--- src/stpfc_defs.svh ---
`ifndef STPFC_DEFS_SVH
`define STPFC_DEFS_SVH

// ==========================================================
// Register offsets
`define STPFC_OFS_CTRL 8'h00
`define STPFC_OFS_STATUS 8'h04
`define STPFC_OFS_MASK 8'h08
`define STPFC_OFS_STATE 8'h0c

// ==========================================================
// Bus responses
`define STPFC_RESP_OKAY 2'b00
`define STPFC_RESP_SLVERR 2'b10

// ==========================================================
// Timing
`define STPFC_CLK_PERIOD_NS 25
`define STPFC_OCP_QUAL_NS 4000
`define STPFC_OCP_QUAL_CYC ((`STPFC_OCP_QUAL_NS + `STPFC_CLK_PERIOD_NS - 1) / `STPFC_CLK_PERIOD_NS)

// ==========================================================
// Reset values
`define STPFC_CTRL_RST 16'(`STPFC_OCP_QUAL_CYC)
`define STPFC_MASK_RST 4'h0
`define STPFC_HOME_INDEX 7'h00

// ==========================================================
// Event bits of STATUS and MASK
`define STPFC_EVT_OCP 0
`define STPFC_EVT_THERM 1
`define STPFC_EVT_UV 2
`define STPFC_EVT_STEP_IGN 3

// ==========================================================
// Bits of STATE
`define STPFC_ST_INDEX 0
`define STPFC_ST_BRIDGE 8
`define STPFC_ST_FAULT 9
`define STPFC_ST_SLEEP 10
`define STPFC_ST_OCP 11
`define STPFC_ST_THERM 12
`define STPFC_ST_UV 13

`endif

--- src/stpfc_pkg.sv ---
package stpfc_pkg;

  // ==========================================================
  // Bridge drive state
  typedef enum logic [1:0] {
    DRV_OFF = 2'b00,
    DRV_RUN = 2'b01,
    DRV_TRIP = 2'b10,
    DRV_SLEEP = 2'b11
  } stpfc_drv_e;

  typedef logic [1:0] stpfc_resp_t;
  typedef logic [3:0] stpfc_evt_t;

endpackage

--- src/stpfc_prot_if.sv ---
`timescale 1ns/10ps
`default_nettype none

interface stpfc_prot_if;
  logic [15:0] qual_cycles;
  logic clear_ocp;
  logic hold;
  logic ocp_latched;
  logic thermal_active;
  logic uv_active;
  logic ocp_event;
  logic thermal_event;
  logic uv_event;

  modport prot (
    input qual_cycles, clear_ocp, hold,
    output ocp_latched, thermal_active, uv_active, ocp_event, thermal_event, uv_event
  );
  modport ctrl (
    output qual_cycles, clear_ocp, hold,
    input ocp_latched, thermal_active, uv_active, ocp_event, thermal_event, uv_event
  );
endinterface

`default_nettype wire

--- src/stpfc_protect.sv ---
`timescale 1ns/10ps
`default_nettype none

module stpfc_protect (
  // Clock and reset
  input wire logic clk,
  input wire logic rst_n,
  // Raw analog comparator flags
  input wire logic ocp_pin,
  input wire logic thermal_pin,
  input wire logic uv_pin,
  // Toward the controller
  stpfc_prot_if.prot pif
);

  // ==========================================================
  // Synchronisers, overcurrent qualifier and latch
  logic [2:0] meta_reg, meta_next;
  logic [2:0] sync_reg, sync_next;
  logic [2:0] prev_reg, prev_next;
  logic [15:0] cnt_reg, cnt_next;
  logic ocp_reg, ocp_next;

  always_comb begin
    meta_next = {uv_pin, thermal_pin, ocp_pin};
    sync_next = meta_reg;
    prev_next = {sync_reg[2], sync_reg[1], ocp_reg};
    cnt_next = cnt_reg;
    ocp_next = ocp_reg;
    if (pif.clear_ocp || sync_reg[2]) begin
      cnt_next = 16'h0000;
      ocp_next = 1'b0;
    end else if (!sync_reg[0]) begin
      cnt_next = 16'h0000;
    end else if (!ocp_reg && !pif.hold) begin
      // Any FET flag feeds one shared comparator input
      if (cnt_reg >= pif.qual_cycles) begin
        ocp_next = 1'b1;
      end else begin
        cnt_next = cnt_reg + 16'h0001;
      end
    end
  end

  always_ff @(posedge clk or negedge rst_n) begin
    if (!rst_n) begin
      meta_reg <= 3'h0;
      sync_reg <= 3'h0;
      prev_reg <= 3'h0;
      cnt_reg <= 16'h0000;
      ocp_reg <= 1'b0;
    end else begin
      meta_reg <= meta_next;
      sync_reg <= sync_next;
      prev_reg <= prev_next;
      cnt_reg <= cnt_next;
      ocp_reg <= ocp_next;
    end
  end

  assign pif.ocp_latched = ocp_reg;
  assign pif.thermal_active = sync_reg[1];
  assign pif.uv_active = sync_reg[2];
  assign pif.ocp_event = ocp_reg & ~prev_reg[0];
  assign pif.thermal_event = sync_reg[1] & ~prev_reg[1];
  assign pif.uv_event = sync_reg[2] & ~prev_reg[2];

endmodule // stpfc_protect

`default_nettype wire

--- src/stpfc_ctrl.sv ---
// Functional notes
// - A low chip reset clears internal logic and puts the step index at home.
// - A low chip reset keeps both bridges off for as long as it is held.
// - Step edges seen during chip reset never move the index.
// - With enable low the bridges drive and each rising step edge moves the index.
// - With enable high the bridges are off, outputs float and step edges are ignored.
// - Sleep low turns off bridges, charge pump, aux regulator and internal clocks.
// - In sleep every input except the sleep pin is ignored; here the thermal and supply lockout flags still act in sleep.
// - Overcurrent held past the qualification time turns all FETs off and pulls fault low.
// - An overcurrent trip stays latched until chip reset or supply loss.
// - High-side and low-side overcurrent of any kind cause the same trip.
// - Over-temperature turns all FETs off and pulls fault low, then recovers by itself.
// - Supply lockout disables everything and holds logic in reset until it clears.
//
// Decided for this implementation: the placing of the registers and the AXI4-Lite register port.
`include "stpfc_defs.svh"
`timescale 1ns/10ps
`default_nettype none

module stpfc_ctrl
  import stpfc_pkg::*;
#(
  parameter int ADDR_W = 8,
  parameter int INDEX_W = 7
) (
  // Clock and reset
  input wire logic CLK,
  input wire logic RST_N,
  // Motion controller pins
  input wire logic STEP,
  input wire logic DIR,
  input wire logic CHIP_RESET_LOW,
  input wire logic DRIVER_ENABLE_LOW,
  input wire logic SLEEP_REQUEST_LOW,
  // Analog protection flags
  input wire logic OVERCURRENT_TRIP,
  input wire logic THERMAL_TRIP,
  input wire logic SUPPLY_LOW_LOCKOUT,
  // Power stage controls
  output logic BRIDGE_EN,
  output logic OUT_HIZ,
  output logic CHARGE_PUMP_EN,
  output logic AUX_REGULATOR_OUT_EN,
  output logic CLOCKS_RUN,
  output logic [INDEX_W-1:0] STEP_INDEX,
  // Open-drain fault pin
  output logic FAULT_FLAG_LOW_O,
  output logic FAULT_FLAG_LOW_OE,
  // Interrupt
  output logic IRQ,
  // AXI4-Lite slave
  input wire logic [ADDR_W-1:0] S_AXI_AWADDR,
  input wire logic S_AXI_AWVALID,
  output logic S_AXI_AWREADY,
  input wire logic [31:0] S_AXI_WDATA,
  input wire logic [3:0] S_AXI_WSTRB,
  input wire logic S_AXI_WVALID,
  output logic S_AXI_WREADY,
  output logic [1:0] S_AXI_BRESP,
  output logic S_AXI_BVALID,
  input wire logic S_AXI_BREADY,
  input wire logic [ADDR_W-1:0] S_AXI_ARADDR,
  input wire logic S_AXI_ARVALID,
  output logic S_AXI_ARREADY,
  output logic [31:0] S_AXI_RDATA,
  output logic [1:0] S_AXI_RRESP,
  output logic S_AXI_RVALID,
  input wire logic S_AXI_RREADY
);

  localparam int PIN_N = 5;
  localparam int P_STEP = 0;
  localparam int P_DIR = 1;
  localparam int P_RST = 2;
  localparam int P_EN = 3;
  localparam int P_SLP = 4;

  // ==========================================================
  // Pin synchronisers
  logic [PIN_N-1:0] pin_raw;
  logic [PIN_N-1:0] pin_meta_reg;
  logic [PIN_N-1:0] pin_sync_reg;

  assign pin_raw = {SLEEP_REQUEST_LOW, DRIVER_ENABLE_LOW, CHIP_RESET_LOW, DIR, STEP};

  // Pins come up low, so reset and sleep read asserted
  for (genvar g = 0; g < PIN_N; g++) begin : g_pin
    always_ff @(posedge CLK or negedge RST_N) begin
      if (!RST_N) begin
        pin_meta_reg[g] <= 1'b0;
        pin_sync_reg[g] <= 1'b0;
      end else begin
        pin_meta_reg[g] <= pin_raw[g];
        pin_sync_reg[g] <= pin_meta_reg[g];
      end
    end
  end

  // ==========================================================
  // Protection block
  stpfc_prot_if pif ();
  logic [15:0] ctrl_reg, ctrl_next;
  logic in_reset;
  logic asleep;

  assign in_reset = (~pin_sync_reg[P_RST] & ~asleep) | pif.uv_active;
  assign asleep = ~pin_sync_reg[P_SLP] & ~pif.uv_active;
  assign pif.qual_cycles = ctrl_reg;
  assign pif.clear_ocp = ~pin_sync_reg[P_RST] & ~asleep;
  assign pif.hold = asleep;

  stpfc_protect u_protect (
    .clk(CLK),
    .rst_n(RST_N),
    .ocp_pin(OVERCURRENT_TRIP),
    .thermal_pin(THERMAL_TRIP),
    .uv_pin(SUPPLY_LOW_LOCKOUT),
    .pif(pif.prot)
  );

  // ==========================================================
  // Indexer
  logic step_prev_reg, step_prev_next;
  logic [INDEX_W-1:0] index_reg, index_next;
  logic step_rise;
  logic step_ok;
  logic step_ign;

  // Edge history runs in sleep too, so a level change there is no edge at wake
  assign step_rise = pin_sync_reg[P_STEP] & ~step_prev_reg;
  assign step_ok = ~in_reset & ~asleep & ~pin_sync_reg[P_EN];
  assign step_ign = step_rise & ~step_ok & ~asleep;

  always_comb begin
    step_prev_next = pin_sync_reg[P_STEP];
    index_next = index_reg;
    if (in_reset) begin
      index_next = INDEX_W'(`STPFC_HOME_INDEX);
    end else if (asleep) begin
      index_next = index_reg;
    end else if (step_rise && step_ok) begin
      if (pin_sync_reg[P_DIR]) begin
        index_next = index_reg + INDEX_W'(1);
      end else begin
        index_next = index_reg - INDEX_W'(1);
      end
    end
  end

  always_ff @(posedge CLK or negedge RST_N) begin
    if (!RST_N) begin
      step_prev_reg <= 1'b0;
      index_reg <= INDEX_W'(`STPFC_HOME_INDEX);
    end else begin
      step_prev_reg <= step_prev_next;
      index_reg <= index_next;
    end
  end

  // ==========================================================
  // Power stage state
  stpfc_drv_e drv_reg, drv_next;
  logic fault_reg, fault_next;

  always_comb begin
    if (pif.uv_active || in_reset) begin
      drv_next = DRV_OFF;
    end else if (asleep) begin
      drv_next = DRV_SLEEP;
    end else if (pif.ocp_latched || pif.thermal_active) begin
      drv_next = DRV_TRIP;
    end else if (pin_sync_reg[P_EN]) begin
      drv_next = DRV_OFF;
    end else begin
      drv_next = DRV_RUN;
    end
    // Lockout releases the pin along with everything else
    fault_next = (pif.ocp_latched | pif.thermal_active) & ~pif.uv_active;
  end

  always_ff @(posedge CLK or negedge RST_N) begin
    if (!RST_N) begin
      drv_reg <= DRV_OFF;
      fault_reg <= 1'b0;
    end else begin
      drv_reg <= drv_next;
      fault_reg <= fault_next;
    end
  end

  assign BRIDGE_EN = (drv_reg == DRV_RUN);
  assign OUT_HIZ = (drv_reg != DRV_RUN);
  assign CHARGE_PUMP_EN = (drv_reg != DRV_SLEEP) & ~pif.uv_active;
  assign AUX_REGULATOR_OUT_EN = (drv_reg != DRV_SLEEP) & ~pif.uv_active;
  assign CLOCKS_RUN = (drv_reg != DRV_SLEEP) & ~pif.uv_active;
  assign STEP_INDEX = index_reg;
  assign FAULT_FLAG_LOW_O = 1'b0;
  assign FAULT_FLAG_LOW_OE = fault_reg;

  // ==========================================================
  // Register file: write path
  logic aw_held_reg, aw_held_next;
  logic [ADDR_W-1:0] aw_addr_reg, aw_addr_next;
  logic w_held_reg, w_held_next;
  logic [31:0] w_data_reg, w_data_next;
  logic [3:0] w_strb_reg, w_strb_next;
  logic bvalid_reg, bvalid_next;
  stpfc_resp_t bresp_reg, bresp_next;
  stpfc_evt_t mask_reg, mask_next;
  logic do_write;

  assign S_AXI_AWREADY = ~aw_held_reg & ~bvalid_reg;
  assign S_AXI_WREADY = ~w_held_reg & ~bvalid_reg;
  assign do_write = aw_held_reg & w_held_reg;

  always_comb begin
    aw_held_next = aw_held_reg;
    aw_addr_next = aw_addr_reg;
    w_held_next = w_held_reg;
    w_data_next = w_data_reg;
    w_strb_next = w_strb_reg;
    bvalid_next = bvalid_reg;
    bresp_next = bresp_reg;
    ctrl_next = ctrl_reg;
    mask_next = mask_reg;
    if (S_AXI_AWVALID && S_AXI_AWREADY) begin
      aw_held_next = 1'b1;
      aw_addr_next = S_AXI_AWADDR;
    end
    if (S_AXI_WVALID && S_AXI_WREADY) begin
      w_held_next = 1'b1;
      w_data_next = S_AXI_WDATA;
      w_strb_next = S_AXI_WSTRB;
    end
    if (do_write) begin
      aw_held_next = 1'b0;
      w_held_next = 1'b0;
      bvalid_next = 1'b1;
      bresp_next = `STPFC_RESP_OKAY;
      unique case (aw_addr_reg)
        `STPFC_OFS_CTRL: begin
          if (w_strb_reg[0]) ctrl_next[7:0] = w_data_reg[7:0];
          if (w_strb_reg[1]) ctrl_next[15:8] = w_data_reg[15:8];
        end
        `STPFC_OFS_MASK: begin
          if (w_strb_reg[0]) mask_next = w_data_reg[3:0];
        end
        // Status clears on read only; state is read-only
        `STPFC_OFS_STATUS, `STPFC_OFS_STATE: begin
        end
        default: bresp_next = `STPFC_RESP_SLVERR;
      endcase
    end else if (bvalid_reg && S_AXI_BREADY) begin
      bvalid_next = 1'b0;
    end
  end

  always_ff @(posedge CLK or negedge RST_N) begin
    if (!RST_N) begin
      aw_held_reg <= 1'b0;
      aw_addr_reg <= '0;
      w_held_reg <= 1'b0;
      w_data_reg <= 32'h0000_0000;
      w_strb_reg <= 4'h0;
      bvalid_reg <= 1'b0;
      bresp_reg <= `STPFC_RESP_OKAY;
      ctrl_reg <= `STPFC_CTRL_RST;
      mask_reg <= `STPFC_MASK_RST;
    end else begin
      aw_held_reg <= aw_held_next;
      aw_addr_reg <= aw_addr_next;
      w_held_reg <= w_held_next;
      w_data_reg <= w_data_next;
      w_strb_reg <= w_strb_next;
      bvalid_reg <= bvalid_next;
      bresp_reg <= bresp_next;
      ctrl_reg <= ctrl_next;
      mask_reg <= mask_next;
    end
  end

  assign S_AXI_BVALID = bvalid_reg;
  assign S_AXI_BRESP = bresp_reg;

  // ==========================================================
  // Register file: read path and sticky events
  logic rvalid_reg, rvalid_next;
  logic [31:0] rdata_reg, rdata_next;
  stpfc_resp_t rresp_reg, rresp_next;
  stpfc_evt_t status_reg, status_next;
  stpfc_evt_t events;
  stpfc_evt_t rd_clear;
  logic [31:0] state_word;

  always_comb begin
    events = '0;
    events[`STPFC_EVT_OCP] = pif.ocp_event;
    events[`STPFC_EVT_THERM] = pif.thermal_event;
    events[`STPFC_EVT_UV] = pif.uv_event;
    events[`STPFC_EVT_STEP_IGN] = step_ign;
    state_word = 32'h0000_0000;
    state_word[`STPFC_ST_INDEX +: INDEX_W] = index_reg;
    state_word[`STPFC_ST_BRIDGE] = (drv_reg == DRV_RUN);
    state_word[`STPFC_ST_FAULT] = fault_reg;
    state_word[`STPFC_ST_SLEEP] = (drv_reg == DRV_SLEEP);
    state_word[`STPFC_ST_OCP] = pif.ocp_latched;
    state_word[`STPFC_ST_THERM] = pif.thermal_active;
    state_word[`STPFC_ST_UV] = pif.uv_active;
  end

  assign S_AXI_ARREADY = ~rvalid_reg;

  always_comb begin
    rvalid_next = rvalid_reg;
    rdata_next = rdata_reg;
    rresp_next = rresp_reg;
    rd_clear = '0;
    if (S_AXI_ARVALID && S_AXI_ARREADY) begin
      rvalid_next = 1'b1;
      rresp_next = `STPFC_RESP_OKAY;
      unique case (S_AXI_ARADDR)
        `STPFC_OFS_CTRL: rdata_next = {16'h0000, ctrl_reg};
        `STPFC_OFS_STATUS: begin
          rdata_next = {28'h0000000, status_reg};
          rd_clear = status_reg;
        end
        `STPFC_OFS_MASK: rdata_next = {28'h0000000, mask_reg};
        `STPFC_OFS_STATE: rdata_next = state_word;
        default: begin
          rdata_next = 32'h0000_0000;
          rresp_next = `STPFC_RESP_SLVERR;
        end
      endcase
    end else if (rvalid_reg && S_AXI_RREADY) begin
      rvalid_next = 1'b0;
    end
    // A new event in the clearing cycle survives the clear
    status_next = (status_reg & ~rd_clear) | events;
  end

  always_ff @(posedge CLK or negedge RST_N) begin
    if (!RST_N) begin
      rvalid_reg <= 1'b0;
      rdata_reg <= 32'h0000_0000;
      rresp_reg <= `STPFC_RESP_OKAY;
      status_reg <= 4'h0;
    end else begin
      rvalid_reg <= rvalid_next;
      rdata_reg <= rdata_next;
      rresp_reg <= rresp_next;
      status_reg <= status_next;
    end
  end

  assign S_AXI_RVALID = rvalid_reg;
  assign S_AXI_RDATA = rdata_reg;
  assign S_AXI_RRESP = rresp_reg;
  assign IRQ = |(status_reg & mask_reg);

endmodule // stpfc_ctrl

`default_nettype wire

--- config.mk ---
export PLATFORM = sky130hd
export DESIGN_NAME = stpfc_ctrl
export DESIGN_NICKNAME = d
export VERILOG_FILES = /design/src/stpfc_pkg.sv /design/src/stpfc_prot_if.sv /design/src/stpfc_protect.sv /design/src/stpfc_ctrl.sv
export VERILOG_INCLUDE_DIRS = /design/src
export SDC_FILE = /design/constraint.sdc
export NUM_CORES = 1
export LEC_CHECK = 0
export BUFFER_PORTS_ARGS = -buffer_cell sky130_fd_sc_hd__buf_2
export CAP_MARGIN = 10
export CORE_MARGIN = 2
export CORE_UTILIZATION = 40
export DETAILED_ROUTE_END_ITERATION = 7
export PLACE_DENSITY = 0.66
export REMOVE_ABC_BUFFERS = 1
export SYNTH_ARGS = -nofsm -noshare
export SYNTH_HDL_FRONTEND = slang
export SYNTH_SLANG_ARGS = --single-unit
--- constraint.sdc ---
create_clock -name CLK -period 2 [get_ports CLK]
set_input_delay 0.2 -clock CLK [delete_from_list [all_inputs] [get_ports CLK]]
set_output_delay 0.2 -clock CLK [all_outputs]
set_load 0.005 [all_outputs]
==> impl_metrics.env, run 1 <==
export IMPL_yosysTopAreaCellShare=0.511
export IMPL_first_global_vias=4599
export IMPL_wl_um=14300
export IMPL_stdcell_count=856
export IMPL_synth_cell_types=51
export IMPL_dp_slack_ns=-0.288
export IMPL_yosysMostFrequentCell="dfrtp_1"
export IMPL_cp_endpoint="u_protect.cnt_reg[3]"
export IMPL_cts_sinks=119
export IMPL_finalWorstSetupSlack_ns=-0.193
export IMPL_reg2reg_depth=7
export IMPL_num_antenna_cells=0
export IMPL_finalNetCount=754
export IMPL_endpoint_kind="flip-flop"
export IMPL_hp_class="in -> reg"
export IMPL_final_fill_count=1140
export IMPL_grt_max_degree=120
export IMPL_met2_length_um=7210
export IMPL_drive_above_1_share=0.401
export IMPL_gp_congestion=0.864
export IMPL_fin_worst_skew_ns=0.00756
export IMPL_dieArea_um2=15300
export IMPL_ys_seq_elements=119
export IMPL_coreArea_um2=13900
export IMPL_cts_buffer_depth=2
export IMPL_async_flop_share=1.00
export IMPL_clk_pin_slew_ns=0.06
export IMPL_cp_arrival_ns=2.47
export IMPL_tns_ns=-2.01
export IMPL_ir_drop_v=0.000747
export IMPL_antenna_found_initial=0
export IMPL_period_needed_ns=2.19
export IMPL_synth_seq_area_share=0.520
export IMPL_topRoutingLayerUsed="met4"
export IMPL_cp_startpoint="u_protect.cnt_reg[11]"
export IMPL_via_count=4486
export IMPL_worstSkewPairLatency_ns=0.41
export IMPL_rsz0062_at_grt="yes"
export IMPL_wl_per_cell_um=16.7
export IMPL_cts_root_buf="clkbuf_16"
export IMPL_placed_area_um2=6670
export IMPL_critPathKind="reg -> reg"
export IMPL_final_max_slew_violation_count=0
export IMPL_ys_top_cells_by_count="dfrtp_1 (117), nand2_1 (50), mux2_2 (47)"
export IMPL_p_total_mw=8.21
export IMPL_drt_iter0_drc=230
export IMPL_failed_checks="negative setup slack"
export IMPL_syn_inst=504
export IMPL_drc=0
export IMPL_drt_pass1_iterations=5
export IMPL_syn_cell_area_um2=5730
export IMPL_fp_dieW_um=124
export IMPL_synth_top_cell_by_area="dfrtp_1"
export IMPL_h_tree_depth=4
export IMPL_startpoint_type="flip-flop"
export IMPL_cts_tree="built"
export IMPL_pin_count=123
export IMPL_r2r_end="u_protect.cnt_reg[3]"
export IMPL_reg2reg_slack_ns=-0.19
export IMPL_final_area_um2=7720
export IMPL_yosys_warnings=0
export IMPL_rr_startpoint="u_protect.cnt_reg[11]"
export IMPL_p_leak_nw=3.59
export IMPL_m1WireLength_um=5970
export IMPL_synthTopCellsByArea="dfrtp_1 (51%), mux2_2 (9.2%), ha_1 (4.8%)"
export IMPL_relSlewSlack=0.400
export IMPL_hpwl_um=9810
export IMPL_dp_cells=807
export IMPL_synth_avg_cell_area_um2=11.4
export IMPL_tightest_slew_ns=0.895
export IMPL_avgViaCountPerCell=5.24
export IMPL_synth_edf_count=0
export IMPL_max_freq_mhz=456
export IMPL_met3_length_um=799
export IMPL_cap_viol_max_count=0
export IMPL_finish_utilization=0.554
export IMPL_synth_ff_type="dfrtp_1"
export IMPL_crit_fanout=6
export IMPL_cts_buffers=17
export IMPL_fp_row_count=43
export IMPL_critPathRequiredTime_ns=2.28
export IMPL_grt_pass1_wl_um=22900
export IMPL_setup_viol=17
export IMPL_area_growth_pct=34.9
export IMPL_place_port_buffers=85
export IMPL_grt_total_usage=0.195
export IMPL_die_h_um=124
export IMPL_period_share=1.10
export IMPL_initial_utilization=0.411
export IMPL_run_status="finished, violations left"
export IMPL_overflow=0
export IMPL_p_per_area_nw_per_um2=1060
export IMPL_hold_violations=0
export IMPL_hold_ws_ns=0.0208
export IMPL_ant_nets=0
==> layer usage <==
layer / GRT usage / up-vias
met3: 0.0408 / 24
met5: 0 / -
met1: 0.249 / 2216
met4: 0.0781 / 0
li1: - / 2087
met2: 0.323 / 159
==> power by group <==
| part | total (mW) | internal, mW | switching [mW] |
|---|---|---|---|
| sequential | 3.10 | 2.81 | 0.283 |
| clock | 3.23 | 2.15 | 1.08 |
| combinational | 1.89 | 0.885 | 1.00 |
==> timing repair <==
item,in CTS,in global routing
buffers inserted,2,4
hold buffers,11,0
pin swaps,17,18
setup endpoints to repair,18,36
cloned,1,0
endpoints found under the hold margin,127,0
resized for setup,23,17
==> critical path, stage by stage (launching register included) <==
cell and delay (ns):
dfrtp_1 0.41, ha_4 0.29, nand4_1 0.22, nor4_4 0.41
buf_4 0.18, a32o_4 0.33, nor4_4 0.06, mux2i_1 0.15
==> logic make-up after synthesis <==
kind of cell | share of synthesized area
AOI/OAI and AO/OA | 0.0893
adders and majority gates | 0.0516
other | 0.000655
muxes | 0.133
xor gates and xnor gates | 0.00459
DFF | 0.520
and+or+nand+nor | 0.142
buffers and inverters | 0.0585
==> area by class of cell <==
class / count / area [um2] / area share
clock inverter: 11 / 174 / 0.0225
clock buffer: 20 / 457 / 0.0591
multi-input combinational: 339 / 2750 / 0.356
sequential: 119 / 2980 / 0.386
timing repair buffer: 158 / 1030 / 0.133
inverter: 29 / 109 / 0.0141
tap: 180 / 225 / 0.0292
==> cell usage in the layout (no fill, tap or decap), types with 10 or more instances in the layout <==
master / instances
a21oi_1: 16
clkbuf_16: 17
buf_2: 84
dlygate4sd3_1: 11
nand3_1: 11
conb_1: 19
nand2_1: 48
mux2_2: 47
or3_1: 15
nor2_1: 19
a22oi_1: 10
ha_1: 15
buf_4: 61
mux2i_1: 14
nand4_1: 10
inv_1: 23
dfrtp_1: 117
nor4_4: 10
o21ai_0: 23
==> worst min-delay path by stage <==
| stage | from | endpoint | slack (ns) | cells past startpoint |
|---|---|---|---|---|
| 2_1_floorplan | RST_N | FAULT_FLAG_LOW_OE | -0.1 | 0 |
| 3_3_place_gp | SLEEP_REQUEST_LOW | pin_meta_reg[4] | 0.31 | 1 |
| 3_5_place_dp | CHIP_RESET_LOW | pin_meta_reg[2] | 0.31 | 1 |
| 4_1_cts | S_AXI_WDATA[15] | w_data_reg[15] | 0.01 | 2 |
| 5_1_grt | S_AXI_WDATA[15] | w_data_reg[15] | 0.009 | 2 |
| 6_report | S_AXI_AWADDR[4] | aw_addr_reg[4] | 0.02 | 2 |
Note: power is estimated with default switching activity, not from simulation.
==> inputs of run 2 (changes only) <==
--- a/config.mk
+++ b/config.mk
@@ -11,7 +11,7 @@
 export CORE_MARGIN = 2
 export CORE_UTILIZATION = 40
 export DETAILED_ROUTE_END_ITERATION = 7
-export PLACE_DENSITY = 0.66
+export PLACE_DENSITY = 0.6
 export REMOVE_ABC_BUFFERS = 1
 export SYNTH_ARGS = -nofsm -noshare
 export SYNTH_HDL_FRONTEND = slang
==> impl_metrics.env, run 2 (synthesized netlist as in run 1, its figures left out) <==
export IMPL_run_status="finished, violations left"
export IMPL_failed_checks="negative setup slack"
export IMPL_finalNetCount=754
export IMPL_clk_pin_slew_ns=0.06
export IMPL_via_count=4410
export IMPL_cts_sinks=119
export IMPL_r2r_end="u_protect.cnt_reg[13]"
export IMPL_hp_class="in -> reg"
export IMPL_fin_worst_skew_ns=0.00616
export IMPL_whs_path_depth=2
export IMPL_p_per_area_nw_per_um2=1070
export IMPL_cts_buffer_depth=2
export IMPL_p_total_mw=8.31
export IMPL_ff_latch_area_um2=2980
export IMPL_fp_dieW_um=124
export IMPL_drc=0
export IMPL_hold_ws_ns=0.0182
export IMPL_dieArea_um2=15300
export IMPL_grt_max_degree=55
export IMPL_period_share=1.06
export IMPL_layout_commonest_cell="dfrtp_1"
export IMPL_topRoutingLayerUsed="met4"
export IMPL_min_from="S_AXI_WDATA[12]"
export IMPL_cts_buffers=17
export IMPL_pin_count=123
export IMPL_final_cell_mix="dfrtp_1 (117), buf_2 (84), buf_4 (58)"
export IMPL_final_max_slew_violation_count=0
export IMPL_met2_length_um=7040
export IMPL_coreArea_um2=13900
export IMPL_critPathRequiredTime_ns=2.33
export IMPL_tns_ns=-1.32
export IMPL_p_leak_nw=3.60
export IMPL_relSlewSlack=0.578
export IMPL_cp_arrival_ns=2.45
export IMPL_cts_tree="built"
export IMPL_initial_utilization=0.411
export IMPL_avgViaCountPerCell=5.15
export IMPL_max_freq_mhz=470
export IMPL_fp_row_count=43
export IMPL_place_port_buffers=85
export IMPL_setup_viol=17
export IMPL_tightest_slew_ns=0.633
export IMPL_critPathKind="reg -> reg"
export IMPL_holdPathEnd="w_data_reg[12]"
export IMPL_first_global_vias=4445
export IMPL_final_fill_count=1171
export IMPL_dp_cells=808
export IMPL_antenna_found_initial=0
export IMPL_met3_length_um=678
export IMPL_hpwl_um=10200
export IMPL_drive_above_1_share=0.390
export IMPL_reg2reg_slack_ns=-0.13
export IMPL_cap_viol_max_count=0
export IMPL_reg2reg_depth=8
export IMPL_finalWorstSetupSlack_ns=-0.127
export IMPL_gp_congestion=0.795
export IMPL_rr_startpoint="u_protect.cnt_reg[0]"
export IMPL_wl_per_cell_um=16.7
export IMPL_endpoint_kind="flip-flop"
export IMPL_num_antenna_cells=0
export IMPL_period_needed_ns=2.13
export IMPL_multi_input_area_um2=2740
export IMPL_overflow=0
export IMPL_h_tree_depth=4
export IMPL_grt_pass1_wl_um=22800
export IMPL_area_growth_pct=35.0
export IMPL_grt_total_usage=0.198
export IMPL_cts_root_buf="clkbuf_16"
export IMPL_rsz0062_at_grt="yes"
export IMPL_die_h_um=124
export IMPL_worstSkewPairLatency_ns=0.41
export IMPL_dp_slack_ns=-0.343
export IMPL_ir_drop_v=0.000621
export IMPL_drt_iter0_drc=220
export IMPL_hold_violations=0
export IMPL_stdcell_count=857
export IMPL_drt_pass1_iterations=4
export IMPL_ant_nets=0
export IMPL_m1WireLength_um=6420
export IMPL_startpoint_type="flip-flop"
export IMPL_crit_fanout=3
export IMPL_wl_um=14400
run 2: through the flow:
stage / util / cell area, um2
4_1_cts: 0.549 / 7650
2_1_floorplan: - / 5570
5_1_grt: 0.555 / 7730
3_5_place_dp: 0.479 / 6680
3_3_place_gp: 0.479 / 6680
6_report: 0.555 / 7730
run 2: how the worst max path moves through the flow:
stage / from / end / slack, ns
floorplan: u_protect.cnt_reg[0] / u_protect.cnt_reg[3] / -0.18
global placement: u_protect.cnt_reg[0] / u_protect.cnt_reg[3] / -0.22
detailed placement: u_protect.cnt_reg[0] / u_protect.cnt_reg[6] / -0.34
CTS: u_protect.cnt_reg[0] / u_protect.cnt_reg[6] / -0.12
global route: u_protect.cnt_reg[0] / u_protect.cnt_reg[10] / -0.22
finish: u_protect.cnt_reg[0] / u_protect.cnt_reg[13] / -0.13
run 2: layout make-up:
cell class              count  area share
repair buffers            158       0.134
clock buffers              24      0.0636
multi-input cells         339       0.355
flip-flops and latches    119       0.385
clock inverters             8      0.0184
inverters                  29      0.0141
well taps                 180      0.0291
run 2: per-layer routing:
metal	up-vias	track usage
met3	20	0.0444
met2	108	0.321
met4	0	0.0916
met1	2192	0.254
li1	2090	-
met5	-	0
run 2: report_power, final:
part	switching, mW	leakage (nW)	internal [mW]	total (mW)
Clock	1.04	0.310	2.21	3.25
Combinational	1.01	1.79	0.948	1.96
Sequential	0.290	1.51	2.81	3.10
run 2: critical path: stages (launching register included):
cell and delay [ns]:
dfrtp_1 0.38, inv_2 0.09, ha_4 0.20, nand2b_4 0.13
a2111o_1 0.43, a32o_2 0.29, buf_6 0.14, nor4_4 0.14
mux2i_1 0.23
run 2: what timing repair did:
action | in CTS | in global routing
hold buffers | 11 | 0
buffers inserted | 5 | 0
gates cloned | 1 | 0
gates resized for setup | 27 | 14
endpoints found under the setup margin | 17 | 38
endpoints found under the hold margin | 42 | 0
pin swaps | 27 | 11
